## src/verilog/aqs_pkg.sv

```systemverilog
`default_nettype none
package aqs_pkg;
  localparam int CLK_NS = 20;
  localparam int NCH    = 32;
  localparam int DW     = 12;
  localparam int CNT_W  = 10;

  // Byte addresses of the register window.
  localparam logic [8:0] OFS_CTL   = 9'h000;
  localparam logic [8:0] OFS_CONV  = 9'h004;
  localparam logic [8:0] OFS_RES   = 9'h008;
  localparam logic [8:0] OFS_STAT  = 9'h00C;
  localparam logic [8:0] OFS_SCTL  = 9'h010;
  localparam logic [8:0] OFS_STMR  = 9'h014;
  localparam logic [8:0] OFS_SSTAT = 9'h018;
  localparam logic [1:0] RAM_INSTR = 2'h1;
  localparam logic [1:0] RAM_DATA  = 2'h2;
  localparam logic [8:0] ADR_MASK  = 9'h1FC;

  // Acquisition control fields.
  localparam int CTL_CH_LSB   = 0;
  localparam int CTL_DIFF_BIT = 5;
  localparam int CTL_GAIN_LSB = 6;
  localparam int CTL_AUTO_BIT = 8;
  localparam int CTL_PIPE_BIT = 9;
  localparam int CTL_IE_BIT   = 10;
  localparam int CTL_W        = 11;

  // Status, sequencer control and sequencer status fields.
  localparam int STAT_CONV_BIT   = 0;
  localparam int STAT_SETTLE_BIT = 1;
  localparam int SCTL_RUN_BIT    = 0;
  localparam int SCTL_IE_BIT     = 1;
  localparam int SST_AVAIL_BIT   = 0;
  localparam int SST_OVF_BIT     = 1;
  localparam int SST_TERR_BIT    = 2;
  localparam int SST_IERR_BIT    = 3;

  // Instruction word fields.
  localparam int INS_GAIN_LSB = 0;
  localparam int INS_DIFF_BIT = 2;
  localparam int INS_EN_BIT   = 3;

  // Reset values.
  localparam logic [10:0] CTL_RST  = 11'h000;
  localparam logic [15:0] STMR_RST = 16'h0000;

  // Timing in nanoseconds and the derived cycle counts, rounded up.
  localparam int SETTLE_NS      = 7500;
  localparam int AUTO_SETTLE_NS = 17500;
  localparam int AUTO_PIPE_NS   = 7500;
  localparam int CONV_NS        = 12500;
  localparam int SEQ_STEP_NS    = 100000;
  localparam logic [CNT_W-1:0] SETTLE_CYC =
    CNT_W'((SETTLE_NS + CLK_NS - 1) / CLK_NS);
  localparam logic [CNT_W-1:0] AUTO_SETTLE_CYC =
    CNT_W'((AUTO_SETTLE_NS + CLK_NS - 1) / CLK_NS);
  localparam logic [CNT_W-1:0] AUTO_PIPE_CYC =
    CNT_W'((AUTO_PIPE_NS + CLK_NS - 1) / CLK_NS);
  localparam logic [CNT_W-1:0] CONV_CYC =
    CNT_W'((CONV_NS + CLK_NS - 1) / CLK_NS);

  typedef enum logic [1:0] {
    SQ_IDLE,
    SQ_SETTLE,
    SQ_CONV,
    SQ_WAIT
  } aqs_seq_t;
endpackage : aqs_pkg
`default_nettype wire

```

## src/verilog/aqs_tick_div.sv

```systemverilog
`default_nettype none
module aqs_tick_div #(
  parameter int TICK_CYC = 5000
) (
  // Clock and reset
  input  wire logic clk,
  input  wire logic rst,
  // Control
  input  wire logic clr,
  output var  logic tick_o
);
  logic [15:0] cnt_r;
  wire         last_w = (cnt_r == 16'(TICK_CYC - 1));

  always_ff @(posedge clk or posedge rst) begin
    if (rst) begin
      cnt_r  <= 16'h0000;
      tick_o <= 1'b0;
    end else begin
      cnt_r  <= (clr || last_w) ? 16'h0000 : cnt_r + 16'h0001;
      tick_o <= !clr && last_w;
    end
  end
endmodule : aqs_tick_div
`default_nettype wire

```

## src/verilog/aqs_sequencer.sv

```systemverilog
// Functional notes
// - Auto and pipeline bits pick four modes
// - Control write, auto clear: normal, apply settings
// - Convert write starts; pipeline gives previous result
// - Auto bit: conversion starts after settling
// - Settling flag high until settle time ends
// - Conversion flag low only with valid result
// - Control write accepted during ongoing conversion
// - Normal mode: settle and conversion interrupts
// - Auto mode: one interrupt at conversion end
// - Normal timing 20us, pipelined 12.5us
// - Auto timing 30us, pipelined 20us
// - One instruction word per channel
// - Enabled channels ascending, stored at end
// - Sequence end sets data available, interrupts
// - Only enabled channels' data locations change
// - Data available cleared by writing one
// - Repeat timer in 100us steps
// - Timer zero means continuous sequencing
// - Continuous mode writes results immediately
// - Update period bounded by channel count
// - Errors stop sequencer, set write-one-clear flags
// - Continuous mode ignores overflow, reads zero
`default_nettype none
module aqs_sequencer #(
  parameter int STEP_CYC = aqs_pkg::SEQ_STEP_NS / aqs_pkg::CLK_NS
) (
  // Clock and reset
  input  wire logic        clk,
  input  wire logic        rst,
  // Wishbone slave
  input  wire logic        wb_cyc_i,
  input  wire logic        wb_stb_i,
  input  wire logic        wb_we_i,
  input  wire logic [8:0]  wb_adr_i,
  input  wire logic [3:0]  wb_sel_i,
  input  wire logic [31:0] wb_dat_i,
  output var  logic [31:0] wb_dat_o,
  output var  logic        wb_ack_o,
  // Converter and input multiplexer
  input  wire logic [11:0] adc_data_i,
  output var  logic [4:0]  mux_chan_o,
  output var  logic        mux_diff_o,
  output var  logic [1:0]  gain_o,
  output var  logic        adc_start_o,
  // Interrupt request pulse
  output var  logic        irq_o
);
  localparam int CW = aqs_pkg::CNT_W;

  function automatic logic [5:0] find_enabled(input logic [31:0] en,
                                              input logic [5:0]  from);
    logic [5:0] r;
    r = 6'h00;
    for (int i = 31; i >= 0; i--) begin
      if (en[i] && (6'(i) >= from)) begin
        r = {1'b1, 5'(i)};
      end
    end
    return r;
  endfunction : find_enabled

  // Register state.
  logic [10:0]     ctl_r;
  logic [11:0]     result_r;
  logic [11:0]     prev_r;
  logic            run_r;
  logic            sie_r;
  logic [15:0]     stmr_r;
  logic            avail_r;
  logic            ovf_r;
  logic            terr_r;
  logic            ierr_r;
  logic            terr_pend_r;
  logic [CW-1:0]   settle_cnt_r;
  logic [CW-1:0]   conv_cnt_r;
  logic            settle_seq_r;
  logic            conv_seq_r;
  logic [15:0]     pcnt_r;
  logic [4:0]      cur_r;
  aqs_pkg::aqs_seq_t sq_r;
  aqs_pkg::aqs_seq_t sq_nxt;
  logic [3:0]      iram_r [aqs_pkg::NCH];
  logic [11:0]     shadow_r [aqs_pkg::NCH];
  logic [11:0]     dram_r [aqs_pkg::NCH];
  logic [31:0]     ena;
  logic [31:0]     rd_nxt;
  logic            tick;

  // Bus decode: a write takes effect at the edge where ack is high.
  wire       req     = wb_cyc_i && wb_stb_i;
  wire [8:0] adr     = wb_adr_i & aqs_pkg::ADR_MASK;
  wire       wr      = req && wb_we_i && wb_ack_o && (wb_sel_i[1:0] == 2'h3);
  wire       wr_ctl  = wr && (adr == aqs_pkg::OFS_CTL);
  wire       wr_conv = wr && (adr == aqs_pkg::OFS_CONV);
  wire       wr_sctl = wr && (adr == aqs_pkg::OFS_SCTL);
  wire       wr_stmr = wr && (adr == aqs_pkg::OFS_STMR);
  wire       wr_sst  = wr && (adr == aqs_pkg::OFS_SSTAT);
  wire       wr_iram = wr && (adr[8:7] == aqs_pkg::RAM_INSTR);
  wire [4:0] ridx    = adr[6:2];

  wire auto_m  = ctl_r[aqs_pkg::CTL_AUTO_BIT];
  wire pipe_m  = ctl_r[aqs_pkg::CTL_PIPE_BIT];
  wire ie_m    = ctl_r[aqs_pkg::CTL_IE_BIT];
  wire cont_m  = (stmr_r == 16'h0000);
  wire seq_on  = (sq_r != aqs_pkg::SQ_IDLE);

  wire settle_active = (settle_cnt_r != '0);
  wire settle_done   = (settle_cnt_r == CW'(1));
  wire settle_ok     = (settle_cnt_r <= CW'(1));
  wire conv_active   = (conv_cnt_r != '0);
  wire conv_done     = (conv_cnt_r == CW'(1));

  // Conventional path; a control write is taken even mid-conversion.
  wire ctl_take  = wr_ctl && !seq_on;
  wire wr_auto   = wb_dat_i[aqs_pkg::CTL_AUTO_BIT];
  wire wr_pipe   = wb_dat_i[aqs_pkg::CTL_PIPE_BIT];
  wire cnv_take  = wr_conv && !seq_on && !auto_m && !conv_active;
  wire auto_go   = settle_done && !settle_seq_r && auto_m && !seq_on;
  wire conv_evt  = conv_done && !conv_seq_r;
  wire [CW-1:0] ctl_settle = !wr_auto ? aqs_pkg::SETTLE_CYC :
                             wr_pipe ? aqs_pkg::AUTO_PIPE_CYC :
                                       aqs_pkg::AUTO_SETTLE_CYC;

  // Sequencer decode.
  wire [5:0] first     = find_enabled(ena, 6'h00);
  wire [5:0] after_cur = find_enabled(ena, {1'b0, cur_r} + 6'h01);
  wire       run_req   = wr_sctl && wb_dat_i[aqs_pkg::SCTL_RUN_BIT];
  wire       seq_start = run_req && !seq_on && first[5];
  wire       ierr_set  = run_req && !seq_on && !first[5];
  wire       in_settle = (sq_r == aqs_pkg::SQ_SETTLE);
  wire       in_conv   = (sq_r == aqs_pkg::SQ_CONV);
  wire       seq_store = in_conv && conv_done;
  wire       seq_end   = seq_store && !after_cur[5];
  wire       seq_go    = (in_settle && settle_ok) ||
                         (seq_store && after_cur[5]);
  wire [4:0] conv_ch   = in_conv ? after_cur[4:0] : cur_r;
  wire [5:0] tgt_after = find_enabled(ena, {1'b0, conv_ch} + 6'h01);
  wire [4:0] seq_tgt   = (seq_go && tgt_after[5]) ? tgt_after[4:0] :
                         first[4:0];
  wire       timed     = seq_on && !cont_m;
  wire       period_hit = timed && tick &&
                          (pcnt_r + 16'h0001 == stmr_r);
  wire       terr_set  = period_hit && (sq_r != aqs_pkg::SQ_WAIT);
  wire       ovf_set   = seq_end && !cont_m && avail_r;
  wire       halt      = seq_end &&
                         (!run_r || ovf_set || terr_pend_r || terr_set);
  // A repeated sequence must settle on the first channel again.
  wire       rearm     = (seq_end && !halt && cont_m) ||
                         ((sq_r == aqs_pkg::SQ_WAIT) && run_r &&
                          period_hit);
  wire       seq_mux   = seq_start || rearm || seq_go;
  wire       commit    = seq_end && !cont_m;
  wire       clr_avail = wr_sst && wb_dat_i[aqs_pkg::SST_AVAIL_BIT];
  wire       clr_ovf   = wr_sst && wb_dat_i[aqs_pkg::SST_OVF_BIT];
  wire       clr_terr  = wr_sst && wb_dat_i[aqs_pkg::SST_TERR_BIT];
  wire       clr_ierr  = wr_sst && wb_dat_i[aqs_pkg::SST_IERR_BIT];
  wire [3:0] tgt_word  = iram_r[seq_tgt];

  wire irq_nxt = (ie_m && !auto_m && settle_done && !settle_seq_r) ||
                 (ie_m && conv_evt) ||
                 (sie_r && (seq_end || ierr_set || terr_set));

  always_comb begin
    sq_nxt = sq_r;
    unique case (sq_r)
      aqs_pkg::SQ_IDLE: begin
        if (seq_start) begin
          sq_nxt = aqs_pkg::SQ_SETTLE;
        end
      end
      aqs_pkg::SQ_SETTLE: begin
        if (settle_ok) begin
          sq_nxt = aqs_pkg::SQ_CONV;
        end
      end
      aqs_pkg::SQ_CONV: begin
        if (halt) begin
          sq_nxt = aqs_pkg::SQ_IDLE;
        end else if (seq_end) begin
          sq_nxt = cont_m ? aqs_pkg::SQ_SETTLE : aqs_pkg::SQ_WAIT;
        end
      end
      aqs_pkg::SQ_WAIT: begin
        if (!run_r) begin
          sq_nxt = aqs_pkg::SQ_IDLE;
        end else if (period_hit) begin
          sq_nxt = aqs_pkg::SQ_SETTLE;
        end
      end
    endcase
  end

  always_comb begin
    rd_nxt = 32'h0000_0000;
    if (adr[8:7] == aqs_pkg::RAM_INSTR) begin
      rd_nxt = {28'h000_0000, iram_r[ridx]};
    end else if (adr[8:7] == aqs_pkg::RAM_DATA) begin
      rd_nxt = {20'h0_0000, dram_r[ridx]};
    end else if (adr == aqs_pkg::OFS_CTL) begin
      rd_nxt = {21'h00_0000, ctl_r};
    end else if (adr == aqs_pkg::OFS_RES) begin
      rd_nxt = {20'h0_0000, result_r};
    end else if (adr == aqs_pkg::OFS_STAT) begin
      rd_nxt = {30'h0000_0000, settle_active, conv_active};
    end else if (adr == aqs_pkg::OFS_SCTL) begin
      rd_nxt = {30'h0000_0000, sie_r, run_r};
    end else if (adr == aqs_pkg::OFS_STMR) begin
      rd_nxt = {16'h0000, stmr_r};
    end else if (adr == aqs_pkg::OFS_SSTAT) begin
      rd_nxt = {27'h000_0000, seq_on, ierr_r, terr_r,
                ovf_r && !cont_m, avail_r};
    end
  end

  aqs_tick_div #(
    .TICK_CYC (STEP_CYC)
  ) u_tick (
    .clk    (clk),
    .rst    (rst),
    .clr    (!timed),
    .tick_o (tick)
  );

  // Bus answer: ack one cycle after the request, data loaded with it.
  always_ff @(posedge clk or posedge rst) begin
    if (rst) begin
      wb_ack_o <= 1'b0;
      wb_dat_o <= 32'h0000_0000;
    end else begin
      wb_ack_o <= req && !wb_ack_o;
      wb_dat_o <= (req && !wb_ack_o) ? rd_nxt : wb_dat_o;
    end
  end

  // Control and software-visible state.
  always_ff @(posedge clk or posedge rst) begin
    if (rst) begin
      ctl_r   <= aqs_pkg::CTL_RST;
      stmr_r  <= aqs_pkg::STMR_RST;
      run_r   <= 1'b0;
      sie_r   <= 1'b0;
      avail_r <= 1'b0;
      ovf_r   <= 1'b0;
      terr_r  <= 1'b0;
      ierr_r  <= 1'b0;
      irq_o   <= 1'b0;
    end else begin
      ctl_r   <= ctl_take ? wb_dat_i[10:0] : ctl_r;
      stmr_r  <= wr_stmr ? wb_dat_i[15:0] : stmr_r;
      sie_r   <= wr_sctl ? wb_dat_i[aqs_pkg::SCTL_IE_BIT] : sie_r;
      run_r   <= wr_sctl ? (wb_dat_i[aqs_pkg::SCTL_RUN_BIT] &&
                            (seq_on || first[5])) :
                 (halt ? 1'b0 : run_r);
      avail_r <= seq_end || (avail_r && !clr_avail);
      ovf_r   <= ovf_set || (ovf_r && !clr_ovf);
      terr_r  <= terr_set || (terr_r && !clr_terr);
      ierr_r  <= ierr_set || (ierr_r && !clr_ierr);
      irq_o   <= irq_nxt;
    end
  end

  // Settling, conversion timing and the multiplexer drive.
  always_ff @(posedge clk or posedge rst) begin
    if (rst) begin
      settle_cnt_r <= '0;
      conv_cnt_r   <= '0;
      settle_seq_r <= 1'b0;
      conv_seq_r   <= 1'b0;
      adc_start_o  <= 1'b0;
      mux_chan_o   <= 5'h00;
      mux_diff_o   <= 1'b0;
      gain_o       <= 2'h0;
    end else begin
      settle_cnt_r <= ctl_take ? ctl_settle :
                      seq_mux ? aqs_pkg::SETTLE_CYC :
                      settle_active ? settle_cnt_r - CW'(1) : '0;
      settle_seq_r <= ctl_take ? 1'b0 : (seq_mux ? 1'b1 : settle_seq_r);
      adc_start_o  <= cnv_take || auto_go || seq_go;
      conv_cnt_r   <= adc_start_o ? aqs_pkg::CONV_CYC :
                      conv_active ? conv_cnt_r - CW'(1) : '0;
      conv_seq_r   <= (cnv_take || auto_go) ? 1'b0 :
                      (seq_go ? 1'b1 : conv_seq_r);
      mux_chan_o   <= seq_mux ? seq_tgt :
                      ctl_take ? wb_dat_i[4:0] : mux_chan_o;
      mux_diff_o   <= seq_mux ? tgt_word[aqs_pkg::INS_DIFF_BIT] :
                      ctl_take ? wb_dat_i[aqs_pkg::CTL_DIFF_BIT] :
                      mux_diff_o;
      gain_o       <= seq_mux ? tgt_word[1:0] :
                      ctl_take ? wb_dat_i[7:6] : gain_o;
    end
  end

  // Result register and sequencer walk.
  always_ff @(posedge clk or posedge rst) begin
    if (rst) begin
      result_r    <= 12'h000;
      prev_r      <= 12'h000;
      sq_r        <= aqs_pkg::SQ_IDLE;
      cur_r       <= 5'h00;
      pcnt_r      <= 16'h0000;
      terr_pend_r <= 1'b0;
    end else begin
      result_r    <= conv_evt ? (pipe_m ? prev_r : adc_data_i) :
                     result_r;
      prev_r      <= conv_evt ? adc_data_i : prev_r;
      sq_r        <= sq_nxt;
      cur_r       <= (seq_start || seq_end) ? first[4:0] :
                     (seq_store ? after_cur[4:0] : cur_r);
      pcnt_r      <= !timed ? 16'h0000 :
                     period_hit ? 16'h0000 :
                     tick ? pcnt_r + 16'h0001 : pcnt_r;
      terr_pend_r <= !seq_on ? 1'b0 : (terr_pend_r || terr_set);
    end
  end

  for (genvar i = 0; i < aqs_pkg::NCH; i++) begin : g_ch
    wire is_cur = (cur_r == 5'(i));
    assign ena[i] = iram_r[i][aqs_pkg::INS_EN_BIT];
    always_ff @(posedge clk or posedge rst) begin
      if (rst) begin
        iram_r[i]   <= 4'h0;
        shadow_r[i] <= 12'h000;
        dram_r[i]   <= 12'h000;
      end else begin
        iram_r[i]   <= (wr_iram && ridx == 5'(i)) ? wb_dat_i[3:0] :
                       iram_r[i];
        shadow_r[i] <= (seq_store && is_cur) ? adc_data_i : shadow_r[i];
        dram_r[i]   <= (cont_m && seq_store && is_cur) ? adc_data_i :
                       (commit && ena[i]) ?
                       (is_cur ? adc_data_i : shadow_r[i]) :
                       dram_r[i];
      end
    end
  end
endmodule : aqs_sequencer
`default_nettype wire

```

## config.mk

```make
export PLATFORM = sky130hd
export DESIGN_NAME = aqs_sequencer
export DESIGN_NICKNAME = d
export VERILOG_FILES = /design/src/verilog/aqs_pkg.sv /design/src/verilog/aqs_tick_div.sv /design/src/verilog/aqs_sequencer.sv
export SDC_FILE = /design/constraint.sdc
export NUM_CORES = 2
export LEC_CHECK = 0
export ABC_AREA = 1
export BUFFER_PORTS_ARGS = -buffer_cell sky130_fd_sc_hd__buf_2
export CAP_MARGIN = 20
export CELL_PAD_IN_SITES_DETAIL_PLACEMENT = 0
export CELL_PAD_IN_SITES_GLOBAL_PLACEMENT = 1
export CORE_MARGIN = 2
export CORE_UTILIZATION = 52
export CTS_CLUSTER_SIZE = 40
export DETAILED_ROUTE_END_ITERATION = 8
export PLACE_DENSITY = 0.95
export SLEW_MARGIN = 0
export SYNTH_ARGS = -nofsm -noshare
export SYNTH_HDL_FRONTEND = slang
export SYNTH_HIERARCHICAL = 1
export SYNTH_SLANG_ARGS = --single-unit
```

## constraint.sdc

```tcl
create_clock -name clk -period 45.5 [get_ports clk]
set_input_delay 0 -clock clk [delete_from_list [all_inputs] [get_ports clk]]
set_output_delay 0 -clock clk [all_outputs]
set_load 0.03 [all_outputs]
```

==> impl_results.html <==
<table>
<tr><th>Metric</th><th>Value</th></tr>
<tr><th colspan="2">Floorplan</th></tr>
<tr><td>Die Footprint</td><td>99000 sq um</td></tr>
<tr><td>Y dimension of the die</td><td>315 um</td></tr>
<tr><td>I/O Pins</td><td>105</td></tr>
<tr><td>Initial cell density of the core</td><td>between 50% and 60%</td></tr>
<tr><td>Row count</td><td>approximately 110</td></tr>
<tr><td>Die Width</td><td>315 um</td></tr>
<tr><td>Area inside the core boundary</td><td>between 90000 and 100000 sq um</td></tr>
<tr><th colspan="2">Place</th></tr>
<tr><td>Final Wtd Congestion</td><td>0.957</td></tr>
<tr><td>Area of placed instances</td><td>roughly 51000 sq um</td></tr>
<tr><td>Placed wire-length estimate</td><td>around 100000 um</td></tr>
<tr><td>Worst setup slack after placement</td><td>36.77 ns</td></tr>
<tr><td>Number of instances in the placed design</td><td>roughly 7300</td></tr>
<tr><td>Number of I/O port buffers</td><td>between 60 and 70</td></tr>
<tr><th colspan="2">Critical path</th></tr>
<tr><td>Setup crit start kind</td><td>flop</td></tr>
<tr><td>Worst Path Max Fanout</td><td>just over 50</td></tr>
<tr><td>Data arrival time of the critical path</td><td>about 9.5 ns</td></tr>
<tr><td>Critical path's slowest cell</td><td>sky130_fd_sc_hd__nand2_2</td></tr>
<tr><td>Critical setup path kind</td><td>flop to flop</td></tr>
<tr><td>Capturing element type of the critical path</td><td>flop</td></tr>
<tr><td>Kind of cell adding the most delay to the critical path</td><td>simple AND/OR/NAND/NOR gates</td></tr>
<tr><td>CP required</td><td>between 40 and 50 ns</td></tr>
<tr><td>Critical path's largest stage delay</td><td>0.75 ns</td></tr>
<tr><td>Combined buffer and inverter count along the critical path</td><td>7</td></tr>
<tr><td>Reg2reg start</td><td>cur_r[1]</td></tr>
<tr><td>Launching element of the worst setup path</td><td>cur_r[1]</td></tr>
<tr><td>Dominant cell type by count on the critical path</td><td>sky130_fd_sc_hd__nand2_1</td></tr>
<tr><th colspan="2">Pwr</th></tr>
<tr><td>Combinational share of power</td><td>7.6%</td></tr>
<tr><td>Sequential share of power</td><td>a little under half</td></tr>
<tr><td>Proportion of total power due to net switching</td><td>25.6%</td></tr>
<tr><td>Proportion of power drawn by the clock network</td><td>45.5%</td></tr>
<tr><td>Power density cells</td><td>36.2 nW/um^2</td></tr>
<tr><td>Total leakage power</td><td>25.2 nW</td></tr>
<tr><td>Internal power</td><td>approximately 1.5 mW</td></tr>
<tr><td>Worst IR drop on VDD</td><td>between 0.03 and 0.04 mV</td></tr>
<tr><td>Switching power total</td><td>a little over 500 uW</td></tr>
<tr><th colspan="2">GRT</th></tr>
<tr><td>Maximum number of pins on one net before global-route repair</td><td>approximately 190</td></tr>
<tr><td>Via count of the first global-routing pass</td><td>~42000</td></tr>
<tr><td>All-layer global routing usage</td><td>between 30% and 40%</td></tr>
<tr><td>Number of antenna violations at the first check in global routing</td><td>3</td></tr>
<tr><td>Overflow left after global routing</td><td>0</td></tr>
<tr><td>Wire length of the first global-routing pass</td><td>roughly 250000 um</td></tr>
<tr><th colspan="2">CTS</th></tr>
<tr><td>Clk Latency, worst-skew pair</td><td>0.72 ns</td></tr>
<tr><td>Deepest clock path buffer count</td><td>3</td></tr>
<tr><td>Buffer type at the clock tree root</td><td>sky130_fd_sc_hd__clkbuf_16</td></tr>
<tr><td>Clock tree from TritonCTS</td><td>built</td></tr>
<tr><td>Total clock buffers created by CTS</td><td>around 110</td></tr>
<tr><td>Post-CTS clock slew at the launch and capture registers of the worst setup and hold paths</td><td>0.06 ns</td></tr>
<tr><td>Maximum level of the CTS H-tree</td><td>3</td></tr>
<tr><td>Number of clock sinks</td><td>roughly 1000</td></tr>
<tr><th colspan="2">Yosys</th></tr>
<tr><td>Share of the yosys chip area belonging to registers</td><td>about 52%</td></tr>
<tr><td>Distinct cell type count after synthesis</td><td>57</td></tr>
<tr><td>Top_reg_cell synth</td><td>sky130_fd_sc_hd__dfrtp_1</td></tr>
<tr><td>Synthesis warning total</td><td>6</td></tr>
<tr><td>Number of enable flip-flop cells after synthesis</td><td>0</td></tr>
<tr><td>Mean Syn Cell Area</td><td>approximately 8 sq um</td></tr>
<tr><td>Async set-reset flop share out of synthesis</td><td>100%</td></tr>
<tr><td>Post-Synthesis Cell Area</td><td>about 50000 sq um</td></tr>
<tr><td>Seq cells post-synth</td><td>~1000</td></tr>
<tr><td>Number of standard cells after synthesis</td><td>slightly above 6000</td></tr>
<tr><th colspan="2">Routing</th></tr>
<tr><td>Initial detailed-routing violation count</td><td>5217</td></tr>
<tr><td>Vias per inst</td><td>approximately 6.0</td></tr>
<tr><td>Post-DRT Antenna Nets</td><td>0</td></tr>
<tr><td>Met2 layer wire length in the routed design</td><td>72600 um</td></tr>
<tr><td>Detailed Route WL</td><td>between 150000 and 200000 um</td></tr>
<tr><td>Highest routed metal layer</td><td>met5</td></tr>
<tr><td>Remaining design rule violation count</td><td>0</td></tr>
<tr><td>Detailed-routed wire length on met3</td><td>between 10000 and 15000 um</td></tr>
<tr><td>WL met1</td><td>68200 um</td></tr>
<tr><td>Routed wire length per instance</td><td>21.8 um</td></tr>
<tr><td>Vias post-DR</td><td>around 45000</td></tr>
<tr><td>Initial DRT Pass Iterations</td><td>6</td></tr>
<tr><th colspan="2">Timing</th></tr>
<tr><td>Final hold viol count</td><td>0</td></tr>
<tr><td>Number of failing setup endpoints in the final timing report</td><td>0</td></tr>
<tr><td>Number of pins with negative max-slew slack in the final report</td><td>0</td></tr>
<tr><td>PnR worst setup slack</td><td>36.58 ns</td></tr>
<tr><td>Final critical delay including setup and external delays</td><td>8.92 ns</td></tr>
<tr><td>Fmax achieved</td><td>between 0.1 and 0.15 GHz</td></tr>
<tr><td>Measured slew at the worst slew-check pin</td><td>1.14 ns</td></tr>
<tr><td>Tcrit/Tclk final</td><td>between 10% and 20%</td></tr>
<tr><td>Max_slew headroom</td><td>a little under a quarter</td></tr>
<tr><td>Total negative setup slack</td><td>0 ns</td></tr>
<tr><td>Setup repair after global routing missed its margin</td><td>no</td></tr>
<tr><td>Worst clock skew on the final layout</td><td>0.0335 ns</td></tr>
<tr><th colspan="2">Job</th></tr>
<tr><td># Max-Cap Violations</td><td>0</td></tr>
<tr><th colspan="2">Finish</th></tr>
<tr><td>Final net count</td><td>6242</td></tr>
<tr><td>Most common cell after layout, fill and taps aside</td><td>sky130_fd_sc_hd__nand2_1</td></tr>
<tr><td>Number of standard cells in the final layout excluding fillers</td><td>between 7000 and 8000</td></tr>
<tr><td>Layout Cell Area excl Fill</td><td>between 50000 and 60000 sq um</td></tr>
<tr><td>Post-synthesis to final-layout area growth</td><td>10.5%</td></tr>
<tr><td>Fraction of layout cells with a size suffix above 1</td><td>about 7%</td></tr>
<tr><td>N_diodes</td><td>0</td></tr>
<tr><td>Leading cell types in the layout, fill and taps excluded</td><td>sky130_fd_sc_hd__nand2_1 (1652), sky130_fd_sc_hd__dfrtp_1 (1043), sky130_fd_sc_hd__o21ai_0 (899)</td></tr>
<tr><td>Post-layout util</td><td>roughly three fifths</td></tr>
<tr><th colspan="2">Run status</th></tr>
<tr><td>Run status</td><td>completed</td></tr>
<tr><th colspan="2">Hold path</th></tr>
<tr><td>Path class of the lowest-slack min-delay path</td><td>primary input to asynchronous set/reset pin</td></tr>
</table>
==> tightest hold or removal path: stages <==
cell	delay [ns]
sky130_fd_sc_hd__dlygate4sd3_1	0.53
sky130_fd_sc_hd__buf_2	0.17
sky130_fd_sc_hd__inv_8	0.56
==> final timing paths <==
kind | endpoint | slack, ns | cells after the start
setup / recovery | gain_o[0] | 36.58 | 82
hold / removal | shadow_r[132] | 0.03 | 3
setup reg to reg | gain_o[0] | 36.58 | 82
hold reg to reg | shadow_r[365] | 0.48 | 2
max in group asynchronous | shadow_r[322] | 41.40 | 7
min in group clk | mux_chan_o[0] | 0.08 | 4
==> synthesized netlist by cell type, drive strengths merged (37+ instances only) <==
library cell	instances	area share, %
inv	500	3.7
o211ai	152	2.3
o21ai	945	9.4
nor3	40	0.41
a31oi	217	2.7
a21oi	99	0.99
nor2	504	3.8
buf	57	0.68
o221ai	38	0.66
o22ai	180	2.2
a22oi	37	0.58
nand2	1665	13
nand3	212	2.2
clkbuf	355	2.7
dfrtp	1043	52
==> sequential cells by signal, indices dropped and copies added, names as in the netlist, 2 cells and up <==
signal,count
sq_r,2
ctl_r,11
u_tick/cnt_r,16
shadow_r,384
result_r,12
dram_r,384
wb_dat_o,16
settle_cnt_r,10
ena,32
conv_cnt_r,10
pcnt_r,16
cur_r,5
mux_chan_o,5
iram_r,96
gain_o,2
prev_r,12
stmr_r,16
==> power by group through the flow <==
stage | sequential, mW | combinational [mW] | clock, mW
floorplan | 0.961 | 0.0931 | 0
global placement | 0.958 | 0.148 | 0
detailed placement | 0.958 | 0.148 | 0
CTS | 0.941 | 0.152 | 0.922
global route | 0.942 | 0.166 | 0.959
finish | 0.941 | 0.154 | 0.915
==> logic make-up after synthesis <==
logic type | after synthesis | synth area share, %
AND/OR/NAND/NOR | 2472 | 19.6
adder cells (fa/ha/maj) | 16 | 0.399
AO/OA/AOI/OAI | 1747 | 20.2
other | 1 | 0.00747
XOR/XNOR | 33 | 0.576
buffers and inverters | 922 | 7.16
flip-flops | 1043 | 52.0
==> through the flow <==
stage	power, mW	hold slack (ns)
final	2.01	0.0258
after global routing	2.07	0.0996
after CTS	2.01	0.0543
after detailed placement	1.11	0.199
after global placement	1.11	0.187
after floorplan	1.05	-0.0739
==> per-layer routing <==
layer / GRT usage, % / vias up
met5: 0 / -
met4: 14.8 / 4
met3: 6.01 / 414
met2: 50.5 / 1991
met1: 46.2 / 21600
li1: - / 20800
==> timing repair <==
item	in CTS	in global routing
buffers inserted	0	0
endpoints found under the hold margin	480	0
resized for setup	0	0
hold buffers	36	0
==> cell type report <==
class                      count  area [sq um]
sequential                  1043         26100
fill                        8570         39800
clock inverter                37           453
timing repair buffer         216          1590
multi-input combinational   4284         20600
inverter                     510          1930
clock buffer                 163          3220
tap                         1265          1580
No activity file was read; power rests on OpenSTA's default activity.
